===== src/serial_rom_pkg.sv =====
package serial_rom_pkg;
  // register byte offsets
  localparam logic [11:0] CMD_OFF   = 12'h0b0;
  localparam logic [11:0] DATA_OFF  = 12'h0b4;
  localparam logic [11:0] ISTAT_OFF = 12'h0b8;
  localparam logic [11:0] IMASK_OFF = 12'h0bc;
  // command register layout
  localparam int BUSY_BIT   = 31;
  localparam int CMD_MSB    = 30;
  localparam int CMD_LSB    = 28;
  localparam int TMO_BIT    = 9;
  localparam int LOADED_BIT = 8;
  localparam int ADDR_W     = 8;
  localparam int DATA_W     = 8;
  localparam logic [7:0] ADDR_RST = 8'h00;
  localparam logic [7:0] DATA_RST = 8'h00;
  // interrupt status layout
  localparam int IRQ_DONE_BIT = 0;
  localparam int IRQ_TMO_BIT  = 1;
  localparam int IRQ_W        = 2;
  // command field codes
  localparam logic [2:0] CMD_READ   = 3'h0;
  localparam logic [2:0] CMD_ERASE_WRITE_DISABLE_CMD   = 3'h1;
  localparam logic [2:0] CMD_ERASE_WRITE_ENABLE_CMD   = 3'h2;
  localparam logic [2:0] CMD_WRITE  = 3'h3;
  localparam logic [2:0] CMD_WRITE_ALL_CMD   = 3'h4;
  localparam logic [2:0] CMD_ERASE  = 3'h5;
  localparam logic [2:0] CMD_ERASE_ALL_CMD   = 3'h6;
  localparam logic [2:0] CMD_RELOAD = 3'h7;
  // serial opcodes and extended-address prefixes
  localparam logic [1:0] OP_EXT   = 2'h0;
  localparam logic [1:0] OP_WRITE = 2'h1;
  localparam logic [1:0] OP_READ  = 2'h2;
  localparam logic [1:0] OP_ERASE = 2'h3;
  localparam logic [1:0] EXT_ERASE_WRITE_DISABLE_CMD = 2'h0;
  localparam logic [1:0] EXT_WRITE_ALL_CMD = 2'h1;
  localparam logic [1:0] EXT_ERASE_ALL_CMD = 2'h2;
  localparam logic [1:0] EXT_ERASE_WRITE_ENABLE_CMD = 2'h3;
  // frame lengths in bits
  localparam logic [4:0] HDR_BITS  = 5'd11;
  localparam logic [4:0] BYTE_BITS = 5'd8;
  localparam int FRAME_W = 19;
  // mac reload image
  localparam logic [7:0] MAC_SIG   = 8'ha5;
  localparam logic [2:0] MAC_BYTES = 3'd6;
  // timing
  localparam int CLK_MHZ      = 100;
  localparam int TIMEOUT_MS   = 30;
  localparam int TIMEOUT_CYC  = TIMEOUT_MS * 1000 * CLK_MHZ;
  localparam int SCLK_HALF_NS = 500;
  localparam int SCLK_DIV     = (SCLK_HALF_NS * CLK_MHZ) / 1000;
endpackage


===== src/tick_divider.sv =====
`timescale 1ns/100ps
`default_nettype none
module tick_divider #(
  parameter int DIV = 50
) (
  input  wire logic pclk,
  input  wire logic presetn,
  input  wire logic run,
  output var  logic tick
);
  localparam int CW = $clog2(DIV + 1);
  localparam logic [CW-1:0] LAST = CW'(DIV - 1);
  logic [CW-1:0] cnt_r;

  // held at zero when idle so every frame starts in phase
  always_ff @(posedge pclk or negedge presetn) begin
    if (!presetn) begin
      cnt_r <= '0;
      tick  <= 1'b0;
    end else if (!run) begin
      cnt_r <= '0;
      tick  <= 1'b0;
    end else begin
      tick  <= (cnt_r == LAST);
      cnt_r <= (cnt_r == LAST) ? '0 : cnt_r + 1'b1;
    end
  end
endmodule
`default_nettype wire


===== src/pin_sync.sv =====
`timescale 1ns/100ps
`default_nettype none
module pin_sync (
  input  wire logic pclk,
  input  wire logic presetn,
  input  wire logic pin,
  output var  logic level
);
  logic s1_r;
  logic s2_r;
  logic s3_r;

  // three stages; a change counts once stages two and three agree
  always_ff @(posedge pclk or negedge presetn) begin
    if (!presetn) begin
      s1_r  <= 1'b0;
      s2_r  <= 1'b0;
      s3_r  <= 1'b0;
      level <= 1'b0;
    end else begin
      s1_r <= pin;
      s2_r <= s1_r;
      s3_r <= s2_r;
      if (s2_r == s3_r) begin
        level <= s3_r;
      end
    end
  end
endmodule
`default_nettype wire


===== src/serial_rom_controller.sv =====
// Notes on behaviour
// - no ready from memory within 30 ms abandons operation, back to idle
// - timeout sets command bit 9, marking last operation failed
// - data pin high with no memory: no timeout, busy clears at end
// - pin low, no memory: only write, write-all, erase, erase-all time out
// - bit 8 set when valid memory found and mac load completes
// - byte address taken from command bits 7-0, read/write, resets 00h
// - data register low byte holds write byte or read result
//
// The register offsets and register access over APB are this design's own decisions.
`timescale 1ns/100ps
`default_nettype none
module serial_rom_controller #(
  parameter int TIMEOUT_CYCLES = serial_rom_pkg::TIMEOUT_CYC,
  parameter int SCLK_DIVIDE    = serial_rom_pkg::SCLK_DIV
) (
  input  wire logic        pclk,
  input  wire logic        presetn,
  input  wire logic        psel,
  input  wire logic        penable,
  input  wire logic        pwrite,
  input  wire logic [11:0] paddr,
  input  wire logic [31:0] pwdata,
  output var  logic [31:0] prdata,
  output var  logic        pready,
  output var  logic        pslverr,
  output var  logic        irq,
  output var  logic        rom_cs,
  output var  logic        rom_sclk,
  input  wire logic        serial_rom_data_pin_i,
  output var  logic        serial_rom_data_pin_o,
  output var  logic        serial_rom_data_pin_oe,
  output var  logic [47:0] mac_addr,
  output var  logic        mac_addr_valid
);
  import serial_rom_pkg::*;

  localparam int TW = $clog2(TIMEOUT_CYCLES + 1);
  localparam logic [TW-1:0] TMO_LAST = TW'(TIMEOUT_CYCLES - 1);
  // cycles the synchroniser needs before the polled pin is trusted
  localparam logic [TW-1:0] SETTLE   = TW'(5);

  typedef enum logic [2:0] {
    ST_IDLE, ST_LOAD, ST_SHIFT, ST_END, ST_GAP, ST_POLL, ST_NEXT
  } state_t;

  state_t              state_r;
  logic [2:0]          cmd_r;
  logic [ADDR_W-1:0]   addr_r;
  logic [DATA_W-1:0]   data_r;
  logic                busy_r;
  logic                tmo_flag_r;
  logic                loaded_r;
  logic                reload_pend_r;
  logic [FRAME_W-1:0]  tx_r;
  logic [4:0]          nbits_r;
  logic [4:0]          rd_len_r;
  logic [DATA_W-1:0]   rx_r;
  logic                phase_r;
  logic [TW-1:0]       tmo_cnt_r;
  logic [2:0]          rl_idx_r;
  logic                fin_r;
  logic                fin_tmo_r;
  logic [IRQ_W-1:0]    istat_r;
  logic [IRQ_W-1:0]    imask_r;
  logic                din_s;
  logic                tick;

  // ---------------------------------------------------------------
  // apb decode; one access-phase cycle per transfer, no wait states
  wire setup_ph  = psel & ~penable & ~pready;
  wire access_ok = psel & penable & pready;
  wire hit_cmd   = (paddr == CMD_OFF);
  wire hit_data  = (paddr == DATA_OFF);
  wire hit_istat = (paddr == ISTAT_OFF);
  wire hit_imask = (paddr == IMASK_OFF);
  wire hit_any   = hit_cmd | hit_data | hit_istat | hit_imask;
  wire wr_cmd    = access_ok & pwrite & hit_cmd;
  wire wr_data   = access_ok & pwrite & hit_data;
  wire wr_istat  = access_ok & pwrite & hit_istat;
  wire wr_imask  = access_ok & pwrite & hit_imask;

  wire start_cmd = wr_cmd & pwdata[BUSY_BIT] & ~busy_r;

  // readback words; reserved bits read as zero
  wire [31:0] cmd_word = {busy_r, cmd_r, 18'h0, tmo_flag_r, loaded_r,
                          addr_r};
  wire [31:0] data_word  = {24'h0, data_r};
  wire [31:0] istat_word = {30'h0, istat_r};
  wire [31:0] imask_word = {30'h0, imask_r};
  wire [31:0] rd_word = hit_cmd   ? cmd_word   :
                        hit_data  ? data_word  :
                        hit_istat ? istat_word :
                        hit_imask ? imask_word : 32'h0;

  // answer is registered so outputs come straight from flops
  always_ff @(posedge pclk or negedge presetn) begin
    if (!presetn) begin
      pready  <= 1'b0;
      prdata  <= 32'h0;
      pslverr <= 1'b0;
    end else begin
      pready  <= setup_ph;
      prdata  <= setup_ph ? rd_word : 32'h0;
      pslverr <= setup_ph & ~hit_any;
    end
  end

  // ---------------------------------------------------------------
  // command classes
  wire is_reload = (cmd_r == CMD_RELOAD);
  wire is_read   = (cmd_r == CMD_READ) | is_reload;
  wire is_wdata  = (cmd_r == CMD_WRITE) | (cmd_r == CMD_WRITE_ALL_CMD);
  // only these wait for the memory ready
  wire is_prog   = is_wdata | (cmd_r == CMD_ERASE) | (cmd_r == CMD_ERASE_ALL_CMD);

  // serial opcode and address field for the current command
  logic [1:0]        wire_op;
  logic [ADDR_W-1:0] wire_addr;
  always_comb begin
    wire_op   = OP_EXT;
    wire_addr = {EXT_ERASE_WRITE_DISABLE_CMD, 6'h0};
    case (cmd_r)
      CMD_READ:   begin wire_op = OP_READ;  wire_addr = addr_r; end
      // enable sequence opens the memory for programming
      CMD_ERASE_WRITE_ENABLE_CMD:   begin wire_addr = {EXT_ERASE_WRITE_ENABLE_CMD, 6'h0}; end
      CMD_ERASE_WRITE_DISABLE_CMD:   begin wire_addr = {EXT_ERASE_WRITE_DISABLE_CMD, 6'h0}; end
      CMD_WRITE:  begin wire_op = OP_WRITE; wire_addr = addr_r; end
      CMD_WRITE_ALL_CMD:   begin wire_addr = {EXT_WRITE_ALL_CMD, 6'h0}; end
      CMD_ERASE:  begin wire_op = OP_ERASE; wire_addr = addr_r; end
      CMD_ERASE_ALL_CMD:   begin wire_addr = {EXT_ERASE_ALL_CMD, 6'h0}; end
      CMD_RELOAD: begin
        wire_op   = OP_READ;
        wire_addr = {5'h0, rl_idx_r};
      end
      default:    begin wire_op = OP_EXT; end
    endcase
  end

  wire [FRAME_W-1:0] tx_word = {1'b1, wire_op, wire_addr, data_r};
  wire [4:0] rd_len  = is_read ? BYTE_BITS : 5'd0;
  wire [4:0] frame_n = HDR_BITS + rd_len + (is_wdata ? BYTE_BITS : 5'd0);
  wire       last_bit = phase_r & (nbits_r == 5'd1);
  wire       drive_bit = (nbits_r > rd_len_r);
  wire [DATA_W-1:0] rx_new = {rx_r[DATA_W-2:0], din_s};
  wire       tmo_hit = (tmo_cnt_r == TMO_LAST);
  // stale pin level from the gap is ignored until the sync has caught up
  wire       poll_rdy = din_s & (tmo_cnt_r >= SETTLE);
  wire       tmo_now  = (state_r == ST_POLL) & ~poll_rdy & tmo_hit;
  wire       rl_bad  = (rl_idx_r == 3'd0) & (rx_r != MAC_SIG);
  wire       rl_last = (rl_idx_r == MAC_BYTES);
  wire       run_div = (state_r != ST_IDLE) & (state_r != ST_POLL);

  tick_divider #(.DIV(SCLK_DIVIDE)) u_div (
    .pclk    (pclk),
    .presetn (presetn),
    .run     (run_div),
    .tick    (tick)
  );

  pin_sync u_sync (
    .pclk    (pclk),
    .presetn (presetn),
    .pin     (serial_rom_data_pin_i),
    .level   (din_s)
  );

  // ---------------------------------------------------------------
  // sequencer: half a serial clock per tick, sample on the rising half
  always_ff @(posedge pclk or negedge presetn) begin
    if (!presetn) begin
      state_r       <= ST_IDLE;
      cmd_r         <= CMD_READ;
      busy_r        <= 1'b0;
      reload_pend_r <= 1'b1;
      tx_r          <= '0;
      nbits_r       <= 5'd0;
      rd_len_r      <= 5'd0;
      rx_r          <= '0;
      phase_r       <= 1'b0;
      tmo_cnt_r     <= '0;
      rl_idx_r      <= 3'd0;
      fin_r         <= 1'b0;
      fin_tmo_r     <= 1'b0;
      rom_cs        <= 1'b0;
      rom_sclk      <= 1'b0;
      serial_rom_data_pin_o  <= 1'b0;
      serial_rom_data_pin_oe <= 1'b0;
    end else begin
      fin_r     <= 1'b0;
      fin_tmo_r <= 1'b0;
      case (state_r)
        ST_IDLE: begin
          // power-up reload runs before any software command
          if (reload_pend_r) begin
            reload_pend_r <= 1'b0;
            cmd_r    <= CMD_RELOAD;
            busy_r   <= 1'b1;
            rl_idx_r <= 3'd0;
            state_r  <= ST_LOAD;
          end else if (start_cmd) begin
            cmd_r    <= pwdata[CMD_MSB:CMD_LSB];
            busy_r   <= 1'b1;
            rl_idx_r <= 3'd0;
            state_r  <= ST_LOAD;
          end
        end
        ST_LOAD: begin
          // one tick with select low separates frames
          if (tick) begin
            tx_r     <= tx_word;
            nbits_r  <= frame_n;
            rd_len_r <= rd_len;
            phase_r  <= 1'b0;
            rom_cs   <= 1'b1;
            state_r  <= ST_SHIFT;
          end
        end
        ST_SHIFT: begin
          if (tick && !phase_r) begin
            rom_sclk <= 1'b0;
            serial_rom_data_pin_o  <= drive_bit & tx_r[FRAME_W-1];
            serial_rom_data_pin_oe <= drive_bit;
            phase_r  <= 1'b1;
          end else if (tick) begin
            rom_sclk <= 1'b1;
            phase_r  <= 1'b0;
            tx_r     <= {tx_r[FRAME_W-2:0], 1'b0};
            nbits_r  <= nbits_r - 5'd1;
            if (!drive_bit) begin
              rx_r <= rx_new;
            end
          end
          // select stays up through the last high half so that bit lands
          if (tick && last_bit) begin
            state_r <= ST_END;
          end
        end
        ST_END: begin
          // select and clock fall together; clock never idles high
          if (tick) begin
            rom_cs   <= 1'b0;
            rom_sclk <= 1'b0;
            serial_rom_data_pin_oe <= 1'b0;
            if (is_prog) begin
              state_r <= ST_GAP;
            end else if (is_reload) begin
              state_r <= ST_NEXT;
            end else begin
              busy_r  <= 1'b0;
              fin_r   <= 1'b1;
              state_r <= ST_IDLE;
            end
          end
        end
        ST_GAP: begin
          if (tick) begin
            rom_sclk  <= 1'b0;
            rom_cs    <= 1'b1;
            tmo_cnt_r <= '0;
            state_r   <= ST_POLL;
          end
        end
        ST_POLL: begin
          // a high pin reads as ready once settled
          if (poll_rdy) begin
            rom_cs  <= 1'b0;
            busy_r  <= 1'b0;
            fin_r   <= 1'b1;
            state_r <= ST_IDLE;
          // give up after the timeout window
          end else if (tmo_hit) begin
            rom_cs    <= 1'b0;
            busy_r    <= 1'b0;
            fin_r     <= 1'b1;
            fin_tmo_r <= 1'b1;
            state_r   <= ST_IDLE;
          end else begin
            tmo_cnt_r <= tmo_cnt_r + 1'b1;
          end
        end
        ST_NEXT: begin
          // missing signature ends the reload without loading
          if (rl_bad || rl_last) begin
            busy_r  <= 1'b0;
            fin_r   <= 1'b1;
            state_r <= ST_IDLE;
          end else begin
            rl_idx_r <= rl_idx_r + 3'd1;
            state_r  <= ST_LOAD;
          end
        end
        default: begin
          state_r <= ST_IDLE;
        end
      endcase
    end
  end

  // ---------------------------------------------------------------
  // software-visible fields and mac image
  wire rl_store = (state_r == ST_NEXT) & ~rl_bad & (rl_idx_r != 3'd0);
  wire rl_done  = (state_r == ST_NEXT) & ~rl_bad & rl_last;
  wire rd_done  = (state_r == ST_END) & tick & (cmd_r == CMD_READ);

  always_ff @(posedge pclk or negedge presetn) begin
    if (!presetn) begin
      addr_r     <= ADDR_RST;
      data_r     <= DATA_RST;
      tmo_flag_r <= 1'b0;
      loaded_r   <= 1'b0;
      mac_addr   <= 48'h0;
    end else begin
      if (wr_cmd && !busy_r) begin
        addr_r <= pwdata[ADDR_W-1:0];
      end
      // result byte lands in the data register
      if (rd_done) begin
        data_r <= rx_r;
      end else if (wr_data && !busy_r) begin
        data_r <= pwdata[DATA_W-1:0];
      end
      // flag kept until the next command starts
      if (tmo_now) begin
        tmo_flag_r <= 1'b1;
      end else if (start_cmd) begin
        tmo_flag_r <= 1'b0;
      end
      // loaded only on a complete signed image
      if (rl_done) begin
        loaded_r <= 1'b1;
      end else if ((state_r == ST_NEXT) && rl_bad) begin
        loaded_r <= 1'b0;
      end
      if (rl_store) begin
        mac_addr <= {rx_r, mac_addr[47:8]};
      end
    end
  end

  assign mac_addr_valid = loaded_r;

  // ---------------------------------------------------------------
  // sticky events, write one to clear; a new event beats the clear
  wire [IRQ_W-1:0] ev_set = {fin_tmo_r, fin_r};
  wire [IRQ_W-1:0] ev_clr = wr_istat ? pwdata[IRQ_W-1:0] : '0;

  always_ff @(posedge pclk or negedge presetn) begin
    if (!presetn) begin
      istat_r <= '0;
      imask_r <= '0;
      irq     <= 1'b0;
    end else begin
      istat_r <= (istat_r & ~ev_clr) | ev_set;
      if (wr_imask) begin
        imask_r <= pwdata[IRQ_W-1:0];
      end
      irq <= |(istat_r & imask_r);
    end
  end
endmodule
`default_nettype wire


===== config.mk =====
export PLATFORM = sky130hd
export DESIGN_NAME = serial_rom_controller
export DESIGN_NICKNAME = d
export VERILOG_FILES = /design/src/serial_rom_pkg.sv /design/src/tick_divider.sv /design/src/pin_sync.sv /design/src/serial_rom_controller.sv
export SDC_FILE = /design/constraint.sdc
export NUM_CORES = 1
export LEC_CHECK = 0
export ABC_AREA = 1
export BUFFER_PORTS_ARGS = -buffer_cell sky130_fd_sc_hd__buf_4
export CAP_MARGIN = 20
export CORE_ASPECT_RATIO = 1.1
export CORE_MARGIN = 2
export CORE_UTILIZATION = 35
export CTS_CLUSTER_SIZE = 20
export DETAILED_ROUTE_END_ITERATION = 16
export SLEW_MARGIN = 20
export SYNTH_ARGS = -nofsm -noshare
export SYNTH_HDL_FRONTEND = slang
export SYNTH_SLANG_ARGS = --single-unit

===== constraint.sdc =====
create_clock -name pclk -period 2.6 [get_ports pclk]
set_input_delay 0.13 -clock pclk [delete_from_list [all_inputs] [get_ports pclk]]
set_output_delay 0.13 -clock pclk [all_outputs]
set_load 0.03 [all_outputs]

* After elaboration in Yosys (flattened, before gate mapping)
Cells that the tools add are included.
** Storage, ports and cells
- Flip-flop bits (word level) :: 193
- Word-level logic and storage cells :: 245
** Operators by class
- Bitwise operators :: 43
- Equal/unequal tests :: 42
- Reduce and logical (&&, ||, !) cells :: 41
- $lt $le $gt $ge :: 2
- Add/subtract/negate cells :: 6
- Multiplexer cells :: 77
** Operators with widths (number)
- $mux 22 :: 3
- $mux 32 :: 2
- $mux 19 :: 3
- $eq 12x8->1 const B :: 4
- $pmux 8 s6 :: 1
- $mux 3 :: 15
- $pmux 22 s2 :: 1
- $pmux 19 s2 :: 1
- $mux 1 :: 28
- $and 1x1->1 :: 24
- $eq 3x3->1 const B :: 8
- $mux 8 :: 3
- $add 22x1->22 const B :: 1
- $eq 22x22->1 const B :: 1
- $ge 22x3->1 const B :: 1
- $pmux 3 s7 :: 1
- $ne 2x2->1 const B :: 9
- $reduce_bool 2->1 :: 9
- $reduce_and 4->1 :: 4
- $mux 5 :: 3
- $eq 3x2->1 const B :: 4
- $mux 6 :: 2
- $ne 2x1->1 const B :: 6
- $pmux 5 s2 :: 1
- 37 further kinds :: 76

* Logic depth before layout (Yosys ltp)
- Depth in word-level cells :: 9
- Mapped depth :: 13
- Gate-level depth less buffers :: 13

* Modules after synthesis
From an unflattened synthesis, not the netlist that was laid out.
** Second synthesis, totals
- Cells, all modules :: 987
- Area total of the unflattened synthesis :: 8390.5 sq um
** By module, submodules not included
- serial_rom_controller :: instances 1, area each 7952.6 sq um, cells each 944, seq. area each 4005.1 sq um
- tick_divider :: instances 1, area each 321.6 sq um, cells each 35, seq. area each 175.2 sq um
- pin_sync :: instances 1, area each 116.4 sq um, cells each 8, seq. area each 100.1 sq um

* Least setup slack after synthesis
No wires, ideal clock.
- Path kind :: reg2reg
- From :: register tmo_cnt_r[0]
- To :: register tmo_cnt_r[15]
- Arrival :: 1615 ps
- Setup slack :: 867 ps
- Clock period less this slack :: 1733 ps
- Setup time :: 117 ps
- Data required time :: 2483 ps
- Stages on the path, launching flop included :: 12
- Cells stage by stage :: dfrtp_1 ha_1 nand2_2 nor2_4 inv_2 nor2_1 nand3_1 nand3_4 nand2_4 buf_2 nand3_1 nand2_1
** Between the ends
- Word-level cells in the longest chain between the ends :: 4
- Elaborated cells on any way between the ends :: 10
- Classes of those cells :: 1 x add/sub; 1 x order compare; 3 x eq/ne; 3 x mux; 1 x bitwise; 1 x reduce/logical
** RTL lines
- from (decl) :: line serial_rom_controller.sv:60 : logic [TW-1:0] tmo_cnt_r;
- from (signal assigned) :: line serial_rom_controller.sv:279 : tmo_cnt_r <= tmo_cnt_r + 1'b1;
- $add 22x1->22 / $ge 22x3->1 (equally long branches) :: line serial_rom_controller.sv:279, serial_rom_controller.sv:148
- $mux 22 / $and 1x1->1 (equally long branches) :: line serial_rom_controller.sv:272, serial_rom_controller.sv:148
- $mux 22 / $ne 2x2->1 (equally long branches)
- $pmux 22 s2 / $reduce_and 4->1 (equally long branches)
Several ways; a longest one is shown, not always the timed one. The select of a mux whose other input is x is not followed.
A chain may end at the register's enable or synchronous reset.

* Final worst setup path
- From :: register tmo_cnt_r[0]
- To :: register tmo_cnt_r[21]
The elaborated chain is that of the path after synthesis.

==> results.sh <==
export IMPL_drive_above_1_share=0.170
export IMPL_core_area_um2=23600
export IMPL_hold_class="in2reg"
export IMPL_cp_end_kind="flip-flop"
export IMPL_dieArea_um2=25300
export IMPL_grt_pass1_vias=6373
export IMPL_min_period_ns=2.14
export IMPL_clockBufferDepth=2
export IMPL_fin_cells=1416
export IMPL_start_kind="flip-flop"
export IMPL_max_freq_mhz=467
export IMPL_hp_start="paddr[0]"
export IMPL_antenna_left=0
export IMPL_crit_required_ns=2.91
export IMPL_port_buffers=99
export IMPL_start_util=0.357
export IMPL_hold_slack_ns=0.0211
export IMPL_gp_congestion=0.891
export IMPL_synth_area_um2=8420
export IMPL_finClkSkew_ns=0.00939
export IMPL_htreeDepth=4
export IMPL_wire_per_inst_um=13.5
export IMPL_power_density_nw_per_um2=677
export IMPL_postCtsResizedCells=0
export IMPL_slew_headroom=0.520
export IMPL_hpwlAfterDp_mm=13.7
export IMPL_clkTransAtPathRegs_ns=0.07
export IMPL_drcViolationCount=0
export IMPL_synth_top_cell_by_area="dfrtp_1"
export IMPL_startpoint="tmo_cnt_r[0]"
export IMPL_postCtsSetupRepairBufs=0
export IMPL_firstDrtPassIters=6
export IMPL_antenna_found_initial=0
export IMPL_critPathKind="reg2reg"
export IMPL_ir_worst_vdd_uv=383
export IMPL_vias=6644
export IMPL_dpl_cell_count=1374
export IMPL_areaGrowthSynthToFinish_pct=20.7
export IMPL_clock_sinks=171
export IMPL_synth_distinct_cells=52
export IMPL_finalSetupViolCount=0
export IMPL_yosys_register_bits=171
export IMPL_fin_nets=1164
export IMPL_ys_seq_area_frac=0.508
export IMPL_yosys_area_top_type_share=0.505
export IMPL_rsz0062_at_grt="false"
export IMPL_cts_hold_buf=11
export IMPL_syn_inst=988
export IMPL_synth_area_leaders="dfrtp_1 50%, nand2_1 9.0%, inv_1 5.1%"
export IMPL_ys_warnings_count=0
export IMPL_root_buffer="clkbuf_16"
export IMPL_fin_setup_tns_ns=0
export IMPL_die_x_um=152
export IMPL_grt_max_degree=89
export IMPL_max_slew_worst_pin_slew_ns=0.713
export IMPL_drt_iter0_drc=435
export IMPL_syn_area_per_cell_um2=8.53
export IMPL_cts_buffers=17
export IMPL_drt_total_wl_mm=19.1
export IMPL_grt_pass1_wl_mm=32.4
export IMPL_grt_usage=0.155
export IMPL_cts_tree="built"
export IMPL_cap_viol_max_count=0
export IMPL_report_final_slew_viol_count=0
export IMPL_top_level_ports=138
export IMPL_chipHeight_um=167
export IMPL_r2r_start="tmo_cnt_r[0]"
export IMPL_power_leakage_nw=4.97
export IMPL_fin_crit_sh=0.824
export IMPL_vias_per_cell=4.69
export IMPL_arrival_ns=2.45
export IMPL_gr_total_overflow=0
export IMPL_clkLatencyLatePin_ns=0.43
export IMPL_rows=59
export IMPL_cp_max_fo=28
export IMPL_report_final_hold_viol_count=0
export IMPL_n_antenna_cell=0
export IMPL_outcome="complete, no violations"
[sequential cells by signal, indices dropped and copies added (netlist names), 5 cells and up]
register and flops:
addr_r 8, data_r 8, mac_addr 48, nbits_r 5, prdata 14, rx_r 8, tmo_cnt_r 22, tx_r 19
u_div.cnt_r 6
[critical path: stages (launching register included)]
cell and delay, ns:
dfrtp_1 0.47, ha_1 0.27, nand2_2 0.12, nor2_4 0.13
inv_2 0.07, nor2_1 0.10, nand3_1 0.15, nand3_4 0.17
nand2_4 0.21, inv_4 0.22, o21ai_0 0.11
[layer usage]
layer | wire [um] | track usage | up-vias
met1 | 8910 | 0.208 | 3076
met2 | 9020 | 0.254 | 171
li1 | - | - | 3375
met3 | 854 | 0.0273 | 22
met4 | 352 | 0.0528 | 0
met5 | 0 | 0 | -
[layout make-up]
cell class                 count  area [um^2]
fill                        2328        13500
sequential                   171         4280
multi-input combinational    666         3460
timing repair buffer         118          955
inverter                     125          474
clock buffer                  18          439
tap                          305          382
clock inverter                13          179
[report_power, final]
part	switching [mW]	leakage (nW)	internal, mW	total (mW)
registers	0.136	2.32	2.80	2.94
clock network	1.13	0.300	1.56	2.69
logic	0.852	2.35	0.405	1.26
[cells by family after synthesis]
| group | count (synthesis) | share of synthesized area |
|---|---|---|
| AOI/OAI and AO/OA | 176 | 0.116 |
| xor gates and xnor gates | 20 | 0.0208 |
| adders and majority gates | 16 | 0.0235 |
| buffers and inverters | 168 | 0.0894 |
| DFF | 171 | 0.508 |
| muxes | 14 | 0.0178 |
| other | 1 | 0.000445 |
| and+or+nand+nor | 422 | 0.224 |
[cell usage in the layout (no fill, tap or decap), types with 15 or more instances in the layout]
master / instances
nand2_1: 201
dfrtp_1: 170
inv_1: 115
nor2_1: 112
buf_4: 103
o21ai_0: 68
a21oi_1: 54
nand3_1: 46
nor3_1: 22
o21ai_1: 20
conb_1: 18
xor2_1: 17
clkbuf_16: 17
ha_1: 15
[synthesized netlist by cell type (all sizes together)]
master / count
a21o: 1
a21oi: 54
a22o: 1
a22oi: 4
a2bb2oi: 5
a31o: 1
a31oi: 3
buf: 33
clkbuf: 10
clkinv: 1
conb: 1
dfrtp: 170
dfstp: 1
ha: 15
inv: 124
maj3: 1
mux2: 8
mux2i: 6
nand2: 213
nand3: 52
nand4: 10
nor2: 117
nor3: 25
nor3b: 2
nor4: 1
o211ai: 8
o21a: 2
o21ai: 90
o21bai: 2
o221ai: 2
o22ai: 2
o31ai: 1
or2: 2
xnor2: 3
xor2: 17
[final timing paths]
path	end	cells past startpoint	slack, ns
worst max-delay path	tmo_cnt_r[21]	10	0.46
worst min-delay path	pslverr	5	0.02
worst max register to register	tmo_cnt_r[21]	10	0.46
worst min register to register	u_sync.s2_r	0	0.36
max in group asynchronous	u_sync.s2_r	3	1.56
min in group asynchronous	tx_r[4]	2	0.28
[stage by stage]
step	util	total power, mW	worst slack [ns]	instance area [um^2]
floorplan	-	3.85	0.867	8490
global placement	0.400	4.22	0.492	9440
detailed placement	0.400	4.24	0.462	9440
CTS	0.430	6.95	0.447	10200
global route	0.430	7.24	0.199	10200
finish	0.430	6.88	0.459	10200
No activity file was read; power rests on OpenSTA's default activity.
